**src/half_move_pkg.sv**
```systemverilog
// constants and types for the half-precision move and compare slice
package half_move_pkg;
    localparam int HALF_W = 16;
    localparam int FLEN_DEF = 64;
    localparam int INTEGER_REGISTER_WIDTH_DEF = 64;
    localparam logic [4:0] EXP_ONES = 5'h1F;
    localparam logic [9:0] QUIET_BIT = 10'h200;
    // one-hot operation codes plus the all-zero empty code, as presented by decode
    typedef enum logic [11:0] {
        OP_NONE = 12'h000,
        OP_MV_F2I = 12'h001,
        OP_MV_I2F = 12'h002,
        OP_LOAD = 12'h004,
        OP_STORE = 12'h008,
        OP_CMP_EQ = 12'h010,
        OP_CMP_LT = 12'h020,
        OP_CMP_LE = 12'h040,
        OP_CLASS = 12'h080,
        OP_SGNJ = 12'h100,
        OP_ARITH = 12'h200,
        OP_CVT_SD = 12'h400,
        OP_CVT_Q = 12'h800
    } half_op_t;
    // exception flag bits, single-precision style
    typedef struct packed {
        logic invalid;
        logic div_zero;
        logic overflow;
        logic underflow;
        logic inexact;
    } fflags_t;
endpackage

```
**src/half_move_unit.sv**
```systemverilog
// half-precision move, box, compare and classify datapath slice
`timescale 1ns/1ps
`default_nettype none
module half_move_unit
    import half_move_pkg::*;
#(
    parameter int INTEGER_REGISTER_WIDTH = INTEGER_REGISTER_WIDTH_DEF,
    parameter int FLEN = FLEN_DEF,
    parameter bit HAS_SINGLE = 1'b1,
    parameter bit HAS_DOUBLE = 1'b1,
    parameter bit HAS_QUAD = 1'b0,
    parameter bit MIN_ONLY = 1'b1
)
(
    input wire logic clk_sys_i,
    input wire logic rst_n_i,
    input wire logic valid_i,
    input wire half_op_t op_i,
    input wire logic [FLEN-1:0] fp_a_i,
    input wire logic [FLEN-1:0] fp_b_i,
    input wire logic [INTEGER_REGISTER_WIDTH-1:0] int_a_i,
    input wire logic [HALF_W-1:0] load_data_i,
    input wire logic cvt_to_quad_i,
    output logic valid_o,
    output logic [INTEGER_REGISTER_WIDTH-1:0] int_res_o,
    output logic int_we_o,
    output logic [FLEN-1:0] fp_res_o,
    output logic fp_we_o,
    output logic [HALF_W-1:0] store_data_o,
    output logic store_we_o,
    output fflags_t flags_o,
    output logic illegal_o,
    output logic cvt_pass_o
);
    // single-precision support is a prerequisite, checked at elaboration
    if (!HAS_SINGLE) begin : g_need_single
        $error("half support requires single precision");
    end

    // a register must be properly boxed to hold a half operand
    function automatic logic [HALF_W-1:0] unbox(input logic [FLEN-1:0] r);
        unbox = (&r[FLEN-1:HALF_W]) ? r[HALF_W-1:0] : 16'h7E00;
    endfunction

    function automatic logic [FLEN-1:0] box(input logic [HALF_W-1:0] h);
        box = {{(FLEN-HALF_W){1'b1}}, h};
    endfunction

    function automatic logic is_nan(input logic [HALF_W-1:0] h);
        is_nan = (h[14:10] == EXP_ONES) && (h[9:0] != 10'h000);
    endfunction

    function automatic logic is_snan(input logic [HALF_W-1:0] h);
        is_snan = is_nan(h) && !h[9];
    endfunction

    // strict less-than on ordered operands, zeros of either sign equal
    function automatic logic flt(input logic [HALF_W-1:0] a, input logic [HALF_W-1:0] b);
        logic both_zero;
        both_zero = (a[14:0] == 15'h0000) && (b[14:0] == 15'h0000);
        if (both_zero)
            flt = 1'b0;
        else if (a[15] != b[15])
            flt = a[15];
        else if (a[15])
            flt = a[14:0] > b[14:0];
        else
            flt = a[14:0] < b[14:0];
    endfunction

    // ten-bit category mask in single-precision order
    function automatic logic [9:0] classify(input logic [HALF_W-1:0] h);
        logic e0;
        logic e1;
        logic m0;
        e0 = h[14:10] == 5'h00;
        e1 = h[14:10] == EXP_ONES;
        m0 = h[9:0] == 10'h000;
        classify = {e1 && !m0 && h[9], e1 && !m0 && !h[9],
                    !h[15] && e1 && m0, !h[15] && !e0 && !e1,
                    !h[15] && e0 && !m0, !h[15] && e0 && m0,
                    h[15] && e0 && m0, h[15] && e0 && !m0,
                    h[15] && !e0 && !e1, h[15] && e1 && m0};
    endfunction

    logic [HALF_W-1:0] ha;
    logic [HALF_W-1:0] hb;
    logic any_nan;
    logic any_snan;
    logic op_ok;
    assign ha = unbox(fp_a_i);
    assign hb = unbox(fp_b_i);
    assign any_nan = is_nan(ha) || is_nan(hb);
    assign any_snan = is_snan(ha) || is_snan(hb);

    // which operations this configuration accepts
    always_comb
    begin
        unique case (op_i)
            OP_MV_F2I, OP_MV_I2F, OP_LOAD, OP_STORE: op_ok = 1'b1;
            OP_CVT_SD: op_ok = 1'b1;
            OP_CVT_Q: op_ok = HAS_QUAD;
            OP_SGNJ: op_ok = !MIN_ONLY;
            OP_CMP_EQ, OP_CMP_LT, OP_CMP_LE, OP_CLASS, OP_ARITH: op_ok = !MIN_ONLY;
            default: op_ok = 1'b0;
        endcase
    end

    // integer-side results: moves, compares, classify
    always_ff @(posedge clk_sys_i or negedge rst_n_i)
    begin
        if (!rst_n_i)
        begin
            int_res_o <= '0;
            int_we_o <= 1'b0;
            flags_o <= '0;
        end
        else
        begin
            int_we_o <= 1'b0;
            flags_o <= '0;
            if (valid_i && op_ok)
            begin
                unique case (op_i)
                    OP_MV_F2I:
                    begin
                        // raw bits from the register, no unboxing or canonicalising
                        int_res_o <= {{(INTEGER_REGISTER_WIDTH-HALF_W){fp_a_i[15]}}, fp_a_i[15:0]};
                        int_we_o <= 1'b1;
                    end
                    OP_CMP_EQ:
                    begin
                        int_res_o <= INTEGER_REGISTER_WIDTH'(!any_nan && (ha == hb || (!flt(ha, hb)
                            && !flt(hb, ha))));
                        int_we_o <= 1'b1;
                        flags_o.invalid <= any_snan;
                    end
                    OP_CMP_LT, OP_CMP_LE:
                    begin
                        // signalling compares: any NaN is invalid
                        int_res_o <= INTEGER_REGISTER_WIDTH'(!any_nan && (flt(ha, hb) || (op_i == OP_CMP_LE
                            && !flt(hb, ha))));
                        int_we_o <= 1'b1;
                        flags_o.invalid <= any_nan;
                    end
                    OP_CLASS:
                    begin
                        int_res_o <= INTEGER_REGISTER_WIDTH'(classify(ha));
                        int_we_o <= 1'b1;
                    end
                    default:
                    begin
                        int_we_o <= 1'b0;
                    end
                endcase
            end
        end
    end

    // float-side results: boxed moves and loads
    always_ff @(posedge clk_sys_i or negedge rst_n_i)
    begin
        if (!rst_n_i)
        begin
            fp_res_o <= '0;
            fp_we_o <= 1'b0;
        end
        else
        begin
            fp_we_o <= valid_i && op_ok && (op_i == OP_MV_I2F || op_i == OP_LOAD);
            if (valid_i && op_ok && op_i == OP_MV_I2F)
                fp_res_o <= box(int_a_i[HALF_W-1:0]);
            else if (valid_i && op_ok && op_i == OP_LOAD)
                fp_res_o <= box(load_data_i);
        end
    end

    // store path drops everything above the half
    always_ff @(posedge clk_sys_i or negedge rst_n_i)
    begin
        if (!rst_n_i)
        begin
            store_data_o <= '0;
            store_we_o <= 1'b0;
        end
        else
        begin
            store_we_o <= valid_i && op_ok && op_i == OP_STORE;
            if (valid_i && op_i == OP_STORE)
                store_data_o <= fp_a_i[HALF_W-1:0];
        end
    end

    // completion, trap and hand-off of converts to the conversion unit
    always_ff @(posedge clk_sys_i or negedge rst_n_i)
    begin
        if (!rst_n_i)
        begin
            valid_o <= 1'b0;
            illegal_o <= 1'b0;
            cvt_pass_o <= 1'b0;
        end
        else
        begin
            valid_o <= valid_i;
            illegal_o <= valid_i && !op_ok;
            cvt_pass_o <= valid_i && op_ok && (op_i == OP_CVT_SD || op_i == OP_CVT_Q);
        end
    end
endmodule
`default_nettype wire

```
**config.mk**
```make
export PLATFORM = sky130hd
export DESIGN_NAME = half_move_unit
export DESIGN_NICKNAME = d
export VERILOG_FILES = /design/src/half_move_pkg.sv /design/src/half_move_unit.sv
export SDC_FILE = /design/constraint.sdc
export NUM_CORES = 1
export LEC_CHECK = 0
export BUFFER_PORTS_ARGS = -buffer_cell sky130_fd_sc_hd__clkbuf_2
export CAP_MARGIN = 20
export CELL_PAD_IN_SITES_DETAIL_PLACEMENT = 2
export CELL_PAD_IN_SITES_GLOBAL_PLACEMENT = 2
export CORE_AREA = 2 2 145 147
export DETAILED_ROUTE_END_ITERATION = 12
export DIE_AREA = 0 0 147 149
export PLACE_DENSITY = 0.82
export SYNTH_ARGS = -nofsm -noshare
export SYNTH_HDL_FRONTEND = slang
export SYNTH_SLANG_ARGS = --single-unit
```
**constraint.sdc**
```tcl
create_clock -name clk_sys_i -period 4.9 [get_ports clk_sys_i]
set_clock_uncertainty 0.2 [all_clocks]
set_input_delay 0.98 -clock clk_sys_i [delete_from_list [all_inputs] [get_ports clk_sys_i]]
set_output_delay 0.98 -clock clk_sys_i [all_outputs]
set_load 0.05 [all_outputs]
```
Yosys cells after proc, flatten, opt, wreduce, memory -nomap -nowiden
Index checks and enable logic that the tools add are counted.
{"block": "totals", "output_inout_bits": 155, "mem_count": 0, "latchBits": 0, "register_bits": 151, "word_cells": 118, "inputBits": 224, "mem_bits_rw": 0, "rom_bits": 0}
{"block": "op_classes", "n_div": 0, "magnitude_cmp": 4, "reduce_logical": 65, "add_sub_neg": 0, "n_eq_ne": 15, "n_mux": 24, "mul": 0, "n_shift": 0, "n_bitwise": 0}
{"cell": "case mux 64 bit (4 select lines)", "count": 1}
{"cell": "two-way mux 64 bit", "count": 2}
{"cell": "AND reduction 48 bit", "count": 2}
{"cell": "logical AND 1 bit", "count": 34}
{"cell": "two-way mux 16 bit", "count": 2}
{"cell": "> comparator 15 bit", "count": 2}
{"cell": "zero test 15 bit", "count": 2}
{"cell": "less-than comparator 15 bit", "count": 2}
{"cell": "nonzero test 10 bit", "count": 2}
{"cell": "two-way mux 1 bit", "count": 18}
{"cell": "equality test 16 bit", "count": 1}
{"cell": "equality test 12 x 1 -> 1 bit (second input constant)", "count": 1}
{"cell": "equality test 12 x 11 -> 1 bit (second input constant)", "count": 1}
{"cell": "equality test 12 bit (second input constant)", "count": 1}
{"cell": "equality test 12 x 2 -> 1 bit (second input constant)", "count": 1}
{"cell": "equality test 12 x 3 -> 1 bit (second input constant)", "count": 1}
{"cell": "equality test 12 x 4 -> 1 bit (second input constant)", "count": 1}
{"cell": "equality test 12 x 5 -> 1 bit (second input constant)", "count": 1}
{"cell": "equality test 12 x 6 -> 1 bit (second input constant)", "count": 1}
{"cell": "equality test 12 x 7 -> 1 bit (second input constant)", "count": 1}
{"cell": "equality test 12 x 8 -> 1 bit (second input constant)", "count": 1}
{"cell": "zero test 1 bit", "count": 11}
{"cell": "equality test 5 bit (second input constant)", "count": 2}
{"cell": "zero test 10 bit", "count": 1}
{"cell": "9 further kinds", "count": 16}

Logic depth before layout (Yosys ltp)
Gate-level depths: netlist of the first run.
{"block": "depth", "word_depth": 13, "depth_mapped": 6}

Worst setup path after synthesis of the first run
OpenSTA, ideal clock, no wires.
{"block": "synth_timing", "path_kind": "register to output", "startpoint": "register, netlist name int_res_o[62]", "endpoint": "output port int_res_o[16]", "stages_incl_launch_ff": 2, "path_slack_ps": 2025, "t_arrival_ps": 1695, "required_ps": 3720, "path_buffers": 1, "cell_sequence": "dfrtp_1 buf_4"}
{"element": "end, declared", "line_no": "half_move_unit.sv:25", "rtl": "output logic [INTEGER_REGISTER_WIDTH-1:0] int_res_o,"}

==> results of run 1 <==
[power by group through the flow]
stage	combinational, mW	sequential, mW	clock [mW]
global route	0.142	0.469	0.422
detailed placement	0.133	0.478	0
finish	0.131	0.469	0.389
global placement	0.130	0.478	0
CTS	0.133	0.469	0.409
floorplan	0.0710	0.492	0
[sequential cells by signal (all words and copies together), names as in the netlist]
signal	flops
flags_o	1
int_we_o	1
store_data_o	16
store_we_o	1
illegal_o	1
int_res_o	16
fp_we_o	1
fp_res_o	17
cvt_pass_o	1
valid_o	1
[logic make-up (layout without fill, tap and decap cells)]
family | count (synthesis) | count (layout) | share of synthesized area (%)
buffers and inverters | 111 | 228 | 25.1
AND/OR/NAND/NOR | 61 | 61 | 10.8
flip-flops | 56 | 56 | 43.5
AO/OA/AOI/OAI | 41 | 41 | 8.43
multiplexers | 32 | 32 | 11.2
XOR/XNOR | 3 | 3 | 0.816
other | 1 | 5 | 0.116
[metal layers]
metal  up-vias  global-route usage, %
li1       1192                      -
met1      1267                   13.2
met2       105                   14.2
met3         6                   2.14
met4         0                   3.03
met5         -                      0
[worst max-delay path, stage by stage (launching register included)]
cell	delay (ns)
dfrtp_1	0.99
buf_4	0.33
clkbuf_2	0.30
[Yosys cell counts (all sizes together)]
cell / number / share of area [%]
buf: 106 / 25
dfrtp: 56 / 44
mux2: 32 / 11
nor2: 20 / 2.3
o21ai: 20 / 3.1
nand2: 14 / 1.6
o41ai: 13 / 3.5
nand3: 6 / 1.1
nor3: 5 / 1.3
a31oi: 4 / 0.78
clkbuf: 4 / 0.47
nor4: 4 / 1.4
nand3b: 2 / 0.47
or3b: 2 / 0.54
or4: 2 / 0.70
xor2: 2 / 0.54
a2111oi: 1 / 0.27
a41oi: 1 / 0.27
and3: 1 / 0.19
conb: 1 / 0.12
inv: 1 / 0.12
nand2b: 1 / 0.19
nand4b: 1 / 0.27
o211ai: 1 / 0.23
o31ai: 1 / 0.23
or2: 1 / 0.19
or3: 1 / 0.19
or4b: 1 / 0.31
xnor2: 1 / 0.27
[final cells by class]
type                            instances  share of cell area (%)
Inverter                                1                  0.0925
Multi-Input combinational cell        142                    25.3
Sequential cell                        56                    34.5
Tap cell                              275                    8.48
Clock inverter                          2                   0.339
Timing Repair Buffer                  219                    27.8
Clock buffer                            6                    3.42
[metrics by stage]
stage               utilization [%]  area, sq um  power [mW]  setup WS, ns
floorplan                         -         3240       0.563          2.03
global placement               18.8         3870       0.608          1.57
detailed placement             18.8         3870       0.611          1.52
CTS                            19.6         4030        1.01          1.70
global route                   19.7         4060        1.03          1.57
finish                         19.7         4060       0.989          1.78
[worst max path at each step]
stage | to | from | cells after the start
after floorplan | int_res_o[16] | int_res_o[62] | 1
after global placement | int_res_o[9] | op_i[5] | 5
after detailed placement | store_data_o[5] | op_i[5] | 5
after CTS | fp_res_o[58] | fp_res_o[62] | 2
after global routing | fp_res_o[58] | fp_res_o[62] | 2
final | fp_res_o[58] | fp_res_o[62] | 2
==> results_dict.tcl, run 1 <==
set metrics [dict create \
    drv_cap 0 \
    wirelength_mm 10.8 \
    avgSynthCellArea_sq_um 10.6 \
    fmax_mhz 321 \
    grt_pass1_vias 2519 \
    wl_met1_mm 5.17 \
    clkTransAtPathRegs_ns 0.09 \
    whs_endpoint "fp_res_o[15]" \
    cts_resized 0 \
    intPower_mw 0.706 \
    comb_power_share_pct 13.3 \
    ir_worst_vdd_uv 121 \
    synth_cells 305 \
    coreArea_sq_um 20600 \
    hp-start "fp_res_o[15]" \
    rsz0062_at_grt "no" \
    tns_ns 0 \
    wl_met2_mm 4.85 \
    rrSetupSlack_ns 3.46 \
    clkSinkCount 56 \
    r2r_cells 1 \
    hold_violations 0 \
    cts.htree.levels 2 \
    clkLatencyLatePin_ns 0.31 \
    reg2reg_to "fp_res_o[62]" \
    ys_seq_area_share_pct 43.5 \
    power.density_nw_per_um2 244 \
    worstHoldPathCells 2 \
    die_w_um 147 \
    area_growth_pct 26.0 \
    multi_input_area_sq_um 1030 \
    grt_usage_pct 9.37 \
    grt_pass1_wl_mm 15.7 \
    routed.top_layer "met4" \
    layout.nets 649 \
    path_max_fanout 35 \
    ys_warn_count 0 \
    num_rows 53 \
    grt_max_degree 51 \
    r2r-start "fp_res_o[62]" \
    drtIter0Drc 70 \
    leakage_nw 2.19 \
    final_cell_mix "clkbuf_2 (213), dfrtp_1 (56), mux2_2 (31)" \
    hpwl_mm 8.44 \
    seqCellArea_sq_um 1400 \
    antenna_found_initial 0 \
    post_cts_buffers 0 \
    drv_slew 0 \
    period_minus_slack_ns 3.12 \
    num_antenna_cells 0 \
    port_buffers 213 \
    start_util_pct 15.7 \
    cts_tree "built" \
    clockPowerShare_pct 39.3 \
    hold_class "reg -> reg" \
    fin_cells 701 \
    power_switching_share_pct 28.6 \
    die_h_um 149 \
    finalCritPeriodShare_pct 63.6 \
    drcViolationCount 0 \
    outcome "finished, final reports clean" \
    wire_per_inst_um 15.3 \
    num_io_pins 379 \
    finalWeightedCongestion 0.771 \
    drive_above_1_share_pct 63.1 \
    syn_area_sq_um 3220 \
    crit_type "reg -> out" \
    wl_met3_um 598 \
    max_slew.worst_pin.slew_ns 0.982 \
    viasPerCell 3.67 \
    grt_overflow 0 \
    clockBufferDepth 2 \
    cp-start-kind "register" \
    worst_ep_required_time_ns 3.72 \
    arrival_ns 1.94 \
    p_seq_share_pct 47.4 \
    die_area_sq_um 21900 \
    hold_slack_ns 0.284 \
    numCtsBuffers 5 \
    drtPass1Iterations 4 \
    layout_commonest_cell "clkbuf_2" \
    dr_total_vias 2570 \
    ant_nets 0 \
    ctsHoldBuffers 0 \
    nFillCells 2406 \
    ys_ff_latch 56 \
    cts_root_buffer "clkbuf_16" \
    slew-limit-headroom_pct 34.3 \
    cp-end-kind "output port" \
    setup_violations 0 \
    p_switching_mw 0.283 \
    yosysUniqueCellTypes 38 \
    place_inst 691 \
]
Power figures use the tool's default switching activity.
==> run 2: changes to the inputs <==
--- a/config.mk
+++ b/config.mk
@@ -5,14 +5,16 @@
 export SDC_FILE = /design/constraint.sdc
 export NUM_CORES = 1
 export LEC_CHECK = 0
+export ABC_AREA = 1
 export BUFFER_PORTS_ARGS = -buffer_cell sky130_fd_sc_hd__clkbuf_2
 export CAP_MARGIN = 20
 export CELL_PAD_IN_SITES_DETAIL_PLACEMENT = 2
 export CELL_PAD_IN_SITES_GLOBAL_PLACEMENT = 2
-export CORE_AREA = 2 2 145 147
+export CORE_ASPECT_RATIO = 1.5
+export CORE_MARGIN = 1.5
+export CORE_UTILIZATION = 14
 export DETAILED_ROUTE_END_ITERATION = 12
-export DIE_AREA = 0 0 147 149
-export PLACE_DENSITY = 0.82
+export PLACE_DENSITY = 0.78
 export SYNTH_ARGS = -nofsm -noshare
 export SYNTH_HDL_FRONTEND = slang
 export SYNTH_SLANG_ARGS = --single-unit
==> constraint.sdc (replaced) <==
create_clock -name clk_sys_i -period 2.7 [get_ports clk_sys_i]
set_clock_uncertainty 0.2 [all_clocks]
set_input_delay 0.54 -clock clk_sys_i [delete_from_list [all_inputs] [get_ports clk_sys_i]]
set_output_delay 0.54 -clock clk_sys_i [all_outputs]
set_load 0.05 [all_outputs]
==> results_dict.tcl, run 2 <==
set metrics [dict create \
    outcome "finished, final reports clean" \
    synth_edf_count 0 \
    wl_met3_um 670 \
    intPower_mw 1.25 \
    start_util_pct 14.2 \
    ys_seq_area_share_pct 39.6 \
    syn_area_sq_um 3540 \
    layout_commonest_cell "clkbuf_2" \
    comb_power_share_pct 12.3 \
    crit_type "reg -> out" \
    drtIter0Drc 55 \
    hpwl_mm 9.12 \
    max_slew.worst_pin.slew_ns 0.711 \
    cts_tree "built" \
    die_h_um 198 \
    cts_resized 0 \
    path_max_fanout 49 \
    grt_pass1_wl_mm 17.2 \
    ant_nets 0 \
    leakage_nw 2.72 \
    regMostFlops "fp_res_o" \
    synth_top_flop_cell "dfrtp_1" \
    ys_ff_latch 56 \
    hold_violations 0 \
    synth.most_common_cell "nand2_1" \
    finalCritPeriodShare_pct 78.8 \
    rsz0062_at_grt "no" \
    multi_input_area_sq_um 1210 \
    drv_cap 0 \
    avgSynthCellArea_sq_um 7.73 \
    wl_met1_mm 4.56 \
    drtPass1Iterations 4 \
    wl_met2_mm 5.75 \
    synth_area_leaders "dfrtp_1 (40%), buf_4 (21%), nand2_1 (19%)" \
    layout.nets 805 \
    clkLatencyLatePin_ns 0.30 \
    grt_pass1_vias 3171 \
    fmax_mhz 470 \
    dr_total_vias 3181 \
    antenna_found_initial 0 \
    synth_top_area_share_pct 39.6 \
    largestRegisters "fp_res_o: 17 flops, int_res_o: 16 flops, store_data_o: 16 flops" \
    drv_slew 0 \
    largest_reg_flops 17 \
    die_w_um 133 \
    final_cell_mix "clkbuf_2 (212), nand2_1 (178), dfrtp_1 (56)" \
    slew-limit-headroom_pct 52.6 \
    grt_max_degree 50 \
    seqCellArea_sq_um 1400 \
    cts_root_buffer "clkbuf_16" \
    clockPowerShare_pct 39.2 \
    wirelength_mm 11.2 \
    period_minus_slack_ns 2.13 \
    clkSinkCount 56 \
    routed.top_layer "met4" \
    num_rows 71 \
    cp-start-kind "register" \
    nFillCells 2990 \
    tns_ns 0 \
    viasPerCell 3.50 \
    ctsHoldBuffers 0 \
    hold_class "in -> async" \
    drcViolationCount 0 \
    numCtsBuffers 5 \
    num_antenna_cells 0 \
    area_growth_pct 25.4 \
    ys_top_cells_by_count "nand2_1 (178), buf_4 (99), dfrtp_1 (56)" \
    cp-end-kind "output port" \
    grt_overflow 0 \
    finalWeightedCongestion 0.698 \
    port_buffers 213 \
    num_io_pins 379 \
    total_power_mw 1.75 \
    drive_above_1_share_pct 45.4 \
    p_switching_mw 0.493 \
    grt_usage_pct 8.49 \
    p_seq_share_pct 48.5 \
    clockBufferDepth 2 \
    ir_worst_vdd_uv 213 \
    cts.htree.levels 2 \
    worst_ep_required_time_ns 1.96 \
    ys_warn_count 0 \
    setup_violations 0 \
    async_flop_share_pct 100 \
    die_area_sq_um 26300 \
    synth_cells 458 \
    yosysUniqueCellTypes 26 \
    power.density_nw_per_um2 393 \
    yosys.area.top_type "dfrtp_1" \
    wire_per_inst_um 12.3 \
    clkTransAtPathRegs_ns 0.08 \
    post_cts_buffers 0 \
    power_switching_share_pct 28.2 \
    arrival_ns 1.39 \
    coreArea_sq_um 25000 \
]
-- run 2: cell count changes in the layout (fill, tap and decap cells not counted), sizes merged, moves of 3 or more --
cell   previous run  this run
nand2            14       189
inv               2        37
mux2             32         0
nand3             6        27
o41ai            13         0
o21ai            20        10
a31oi             4         0
nor4              4         0
buf               6         9
-- run 2: layout make-up --
cell class                 instances  area share (%)
clock buffer                       5            2.82
timing repair buffer             221            25.6
clock inverter                     3           0.479
multi-input combinational        261            27.2
tap                              328            9.24
sequential                        56            31.6
inverter                          36            3.04
-- run 2: worst paths after layout --
| check | slack, ns | start | depth (start not counted) | end |
|---|---|---|---|---|
| max | 0.57 | fp_res_o[62] | 2 | fp_res_o[21] |
| min | 0.08 | rst_n_i | 1 | flags_o[4] |
| max reg2reg | 1.44 | fp_res_o[62] | 2 | fp_res_o[62] |
| min reg2reg | 0.28 | store_data_o[3] | 2 | store_data_o[3] |
| max in group asynchronous | 1.60 | rst_n_i | 2 | int_res_o[0] |
| min in group clk_sys_i | 0.24 | valid_i | 1 | valid_o |
-- run 2: stage by stage --
step / instance area (sq um) / setup slack [ns] / utilization, % / cells / hold slack (ns)
after floorplan: 3560 / 0.262 / - / 462 / 0.0444
after global placement: 4290 / 0.326 / 17.2 / 902 / 0.254
after detailed placement: 4290 / 0.264 / 17.2 / 902 / 0.259
after CTS: 4440 / 0.530 / 17.8 / 910 / 0.107
after global routing: 4440 / 0.445 / 17.8 / 910 / 0.123
final: 4440 / 0.572 / 17.8 / 910 / 0.0805
-- run 2: logic make-up after synthesis --
logic type / count (synthesis) / share of synthesized area (%)
AO/OA/AOI/OAI: 12 / 2.90
buffers and inverters: 145 / 26.7
flip-flops: 56 / 39.6
other: 1 / 0.106
AND/OR/NAND/NOR: 244 / 30.7
-- run 2: power by group through the flow --
stage               registers (mW)  logic [mW]  clock network (mW)
finish                       0.846       0.215               0.685
floorplan                    0.885       0.114                   0
CTS                          0.846       0.221               0.740
detailed placement           0.863       0.221                   0
global placement             0.863       0.216                   0
global route                 0.847       0.236               0.756
-- run 2: critical path, cell delays in order (launching register included) --
cell      delay (ns)
dfrtp_1         0.33
buf_4           0.37
clkbuf_2        0.36
-- run 2: per-layer routing --
layer / vias up / track usage [%]
met5: - / 0
met4: 0 / 2.93
met3: 10 / 1.48
met2: 161 / 15.6
met1: 1486 / 9.86
li1: 1524 / -
==> run 3: changes to the inputs <==
--- a/config.mk
+++ b/config.mk
@@ -12,9 +12,9 @@
 export CELL_PAD_IN_SITES_GLOBAL_PLACEMENT = 2
 export CORE_ASPECT_RATIO = 1.5
 export CORE_MARGIN = 1.5
-export CORE_UTILIZATION = 14
+export CORE_UTILIZATION = 16
 export DETAILED_ROUTE_END_ITERATION = 12
-export PLACE_DENSITY = 0.78
+export PLACE_DENSITY = 0.84
 export SYNTH_ARGS = -nofsm -noshare
 export SYNTH_HDL_FRONTEND = slang
 export SYNTH_SLANG_ARGS = --single-unit
==> constraint.sdc (replaced) <==
create_clock -name clk_sys_i -period 2.05 [get_ports clk_sys_i]
set_clock_uncertainty 0.2 [all_clocks]
set_input_delay 0.41 -clock clk_sys_i [delete_from_list [all_inputs] [get_ports clk_sys_i]]
set_output_delay 0.41 -clock clk_sys_i [all_outputs]
set_load 0.05 [all_outputs]
==> results_dict.tcl, run 3 (synthesis results as in run 2) <==
set metrics [dict create \
    outcome "finished, final reports clean" \
    clockPowerShare_pct 39.6 \
    slew-limit-headroom_pct 57.4 \
    viasPerCell 3.79 \
    hold_violations 0 \
    drv_cap 0 \
    coreArea_sq_um 21700 \
    p_switching_mw 0.675 \
    cp-start-kind "register" \
    grt_overflow 0 \
    grt_usage_pct 11.1 \
    drcViolationCount 0 \
    max_slew.worst_pin.slew_ns 0.640 \
    final_cell_mix "clkbuf_2 (213), nand2_1 (178), dfrtp_1 (54)" \
    grt_pass1_vias 3470 \
    worstHoldPathCells 1 \
    die_h_um 185 \
    area_growth_pct 29.9 \
    grt_max_degree 50 \
    cts.htree.levels 2 \
    tns_ns 0 \
    wire_per_inst_um 14.8 \
    wirelength_mm 12.8 \
    drtPass1Iterations 3 \
    start_util_pct 16.3 \
    preCtsSetupSlack_ns -0.0241 \
    finalWeightedCongestion 0.753 \
    path_max_fanout 24 \
    hpwl_mm 10.5 \
    clkTransAtPathRegs_ns 0.08 \
    largestRegisters "fp_res_o: 17 flops, int_res_o: 16 flops, store_data_o: 16 flops" \
    antenna_found_initial 0 \
    fmax_mhz 511 \
    drive_above_1_share_pct 46.8 \
    cts_root_buffer "clkbuf_16" \
    fin_util_pct 21.2 \
    finalCritPeriodShare_pct 95.5 \
    place_inst 857 \
    largest_reg_flops 17 \
    r2r-start "fp_res_o[62]" \
    comb_power_share_pct 12.8 \
    num_antenna_cells 0 \
    cts_tree "built" \
    worst_ep_required_time_ns 1.44 \
    num_io_pins 379 \
    die_w_um 124 \
    hp-start "valid_i" \
    clkLatencyLatePin_ns 0.30 \
    grt_pass1_wl_mm 19.7 \
    crit_path_start "fp_res_o[62]" \
    period_minus_slack_ns 1.96 \
    total_power_mw 2.35 \
    fin_cells 868 \
    post-route-worst-setup-slack_ns 0.0930 \
    clockBufferDepth 2 \
    p_seq_share_pct 47.6 \
    clkSinkCount 56 \
    numCtsBuffers 5 \
    dr_total_vias 3290 \
    layout.nets 819 \
    r2r_cells 2 \
    ant_nets 0 \
    hold_class "in -> reg" \
    drtIter0Drc 48 \
    drv_slew 0 \
    layout_commonest_cell "clkbuf_2" \
    num_rows 66 \
    ir_worst_vdd_uv 307 \
    power.density_nw_per_um2 510 \
    setup_violations 0 \
    regMostFlops "fp_res_o" \
    rsz0062_at_grt "no" \
    port_buffers 213 \
    crit_type "reg -> out" \
    intPower_mw 1.67 \
    cp-end-kind "output port" \
    die_area_sq_um 23100 \
    leakage_nw 2.82 \
    arrival_ns 1.35 \
    power_switching_share_pct 28.8 \
]
run 3: area by class of cell:
type	instances	area [sq um]
clock inverters	3	27.5
repair buffers	235	1360
inverters	36	135
multi-input cells	261	1210
clock buffers	5	125
fillers	2591	17100
well taps	272	340
flip-flops and latches	56	1410
run 3: worst paths after layout:
kind | end | slack (ns)
min in group asynchronous | store_data_o[14] | 0.46
max reg2reg | fp_res_o[62] | 0.66
min | valid_o | 0.11
max in group asynchronous | store_data_o[11] | 0.63
max | fp_res_o[54] | 0.09
min reg2reg | store_data_o[14] | 0.28
run 3: repair_timing:
item / CTS / global route
setup endpoints to repair: 48 / 48
gates cloned: 0 / 0
hold buffers: 1 / 0
resized for setup: 1 / 0
buffers inserted: 0 / 2
hold endpoints to repair: 15 / 0
run 3: per-stage QoR:
stage / hold WS (ns) / cell area (sq um)
2_1_floorplan: -0.0856 / 3560
3_3_place_gp: 0.255 / 4400
3_5_place_dp: 0.261 / 4400
4_1_cts: 0.106 / 4560
5_1_grt: 0.115 / 4600
6_report: 0.114 / 4600
run 3: power by group through the flow:
stage	Clock, mW	Sequential, mW	Combinational (mW)
after global placement	0	1.14	0.293
final	0.930	1.12	0.301
after detailed placement	0	1.14	0.300
after CTS	0.971	1.12	0.303
after global routing	1.00	1.12	0.331
after floorplan	0	1.17	0.150
run 3: critical path: stages (launching register included):
cell,delay [ns]
dfrtp_4,0.53
clkbuf_16,0.22
clkbuf_2,0.29
run 3: layer usage:
metal	wire, um	vias to the layer above	track usage [%]	share of wire [%]
li1	-	1551	-	-
met1	4880	1563	12.1	38
met2	6500	169	19.9	51
met3	1300	7	4.51	10
met4	162	0	2.80	1.3
met5	0	-	0	0
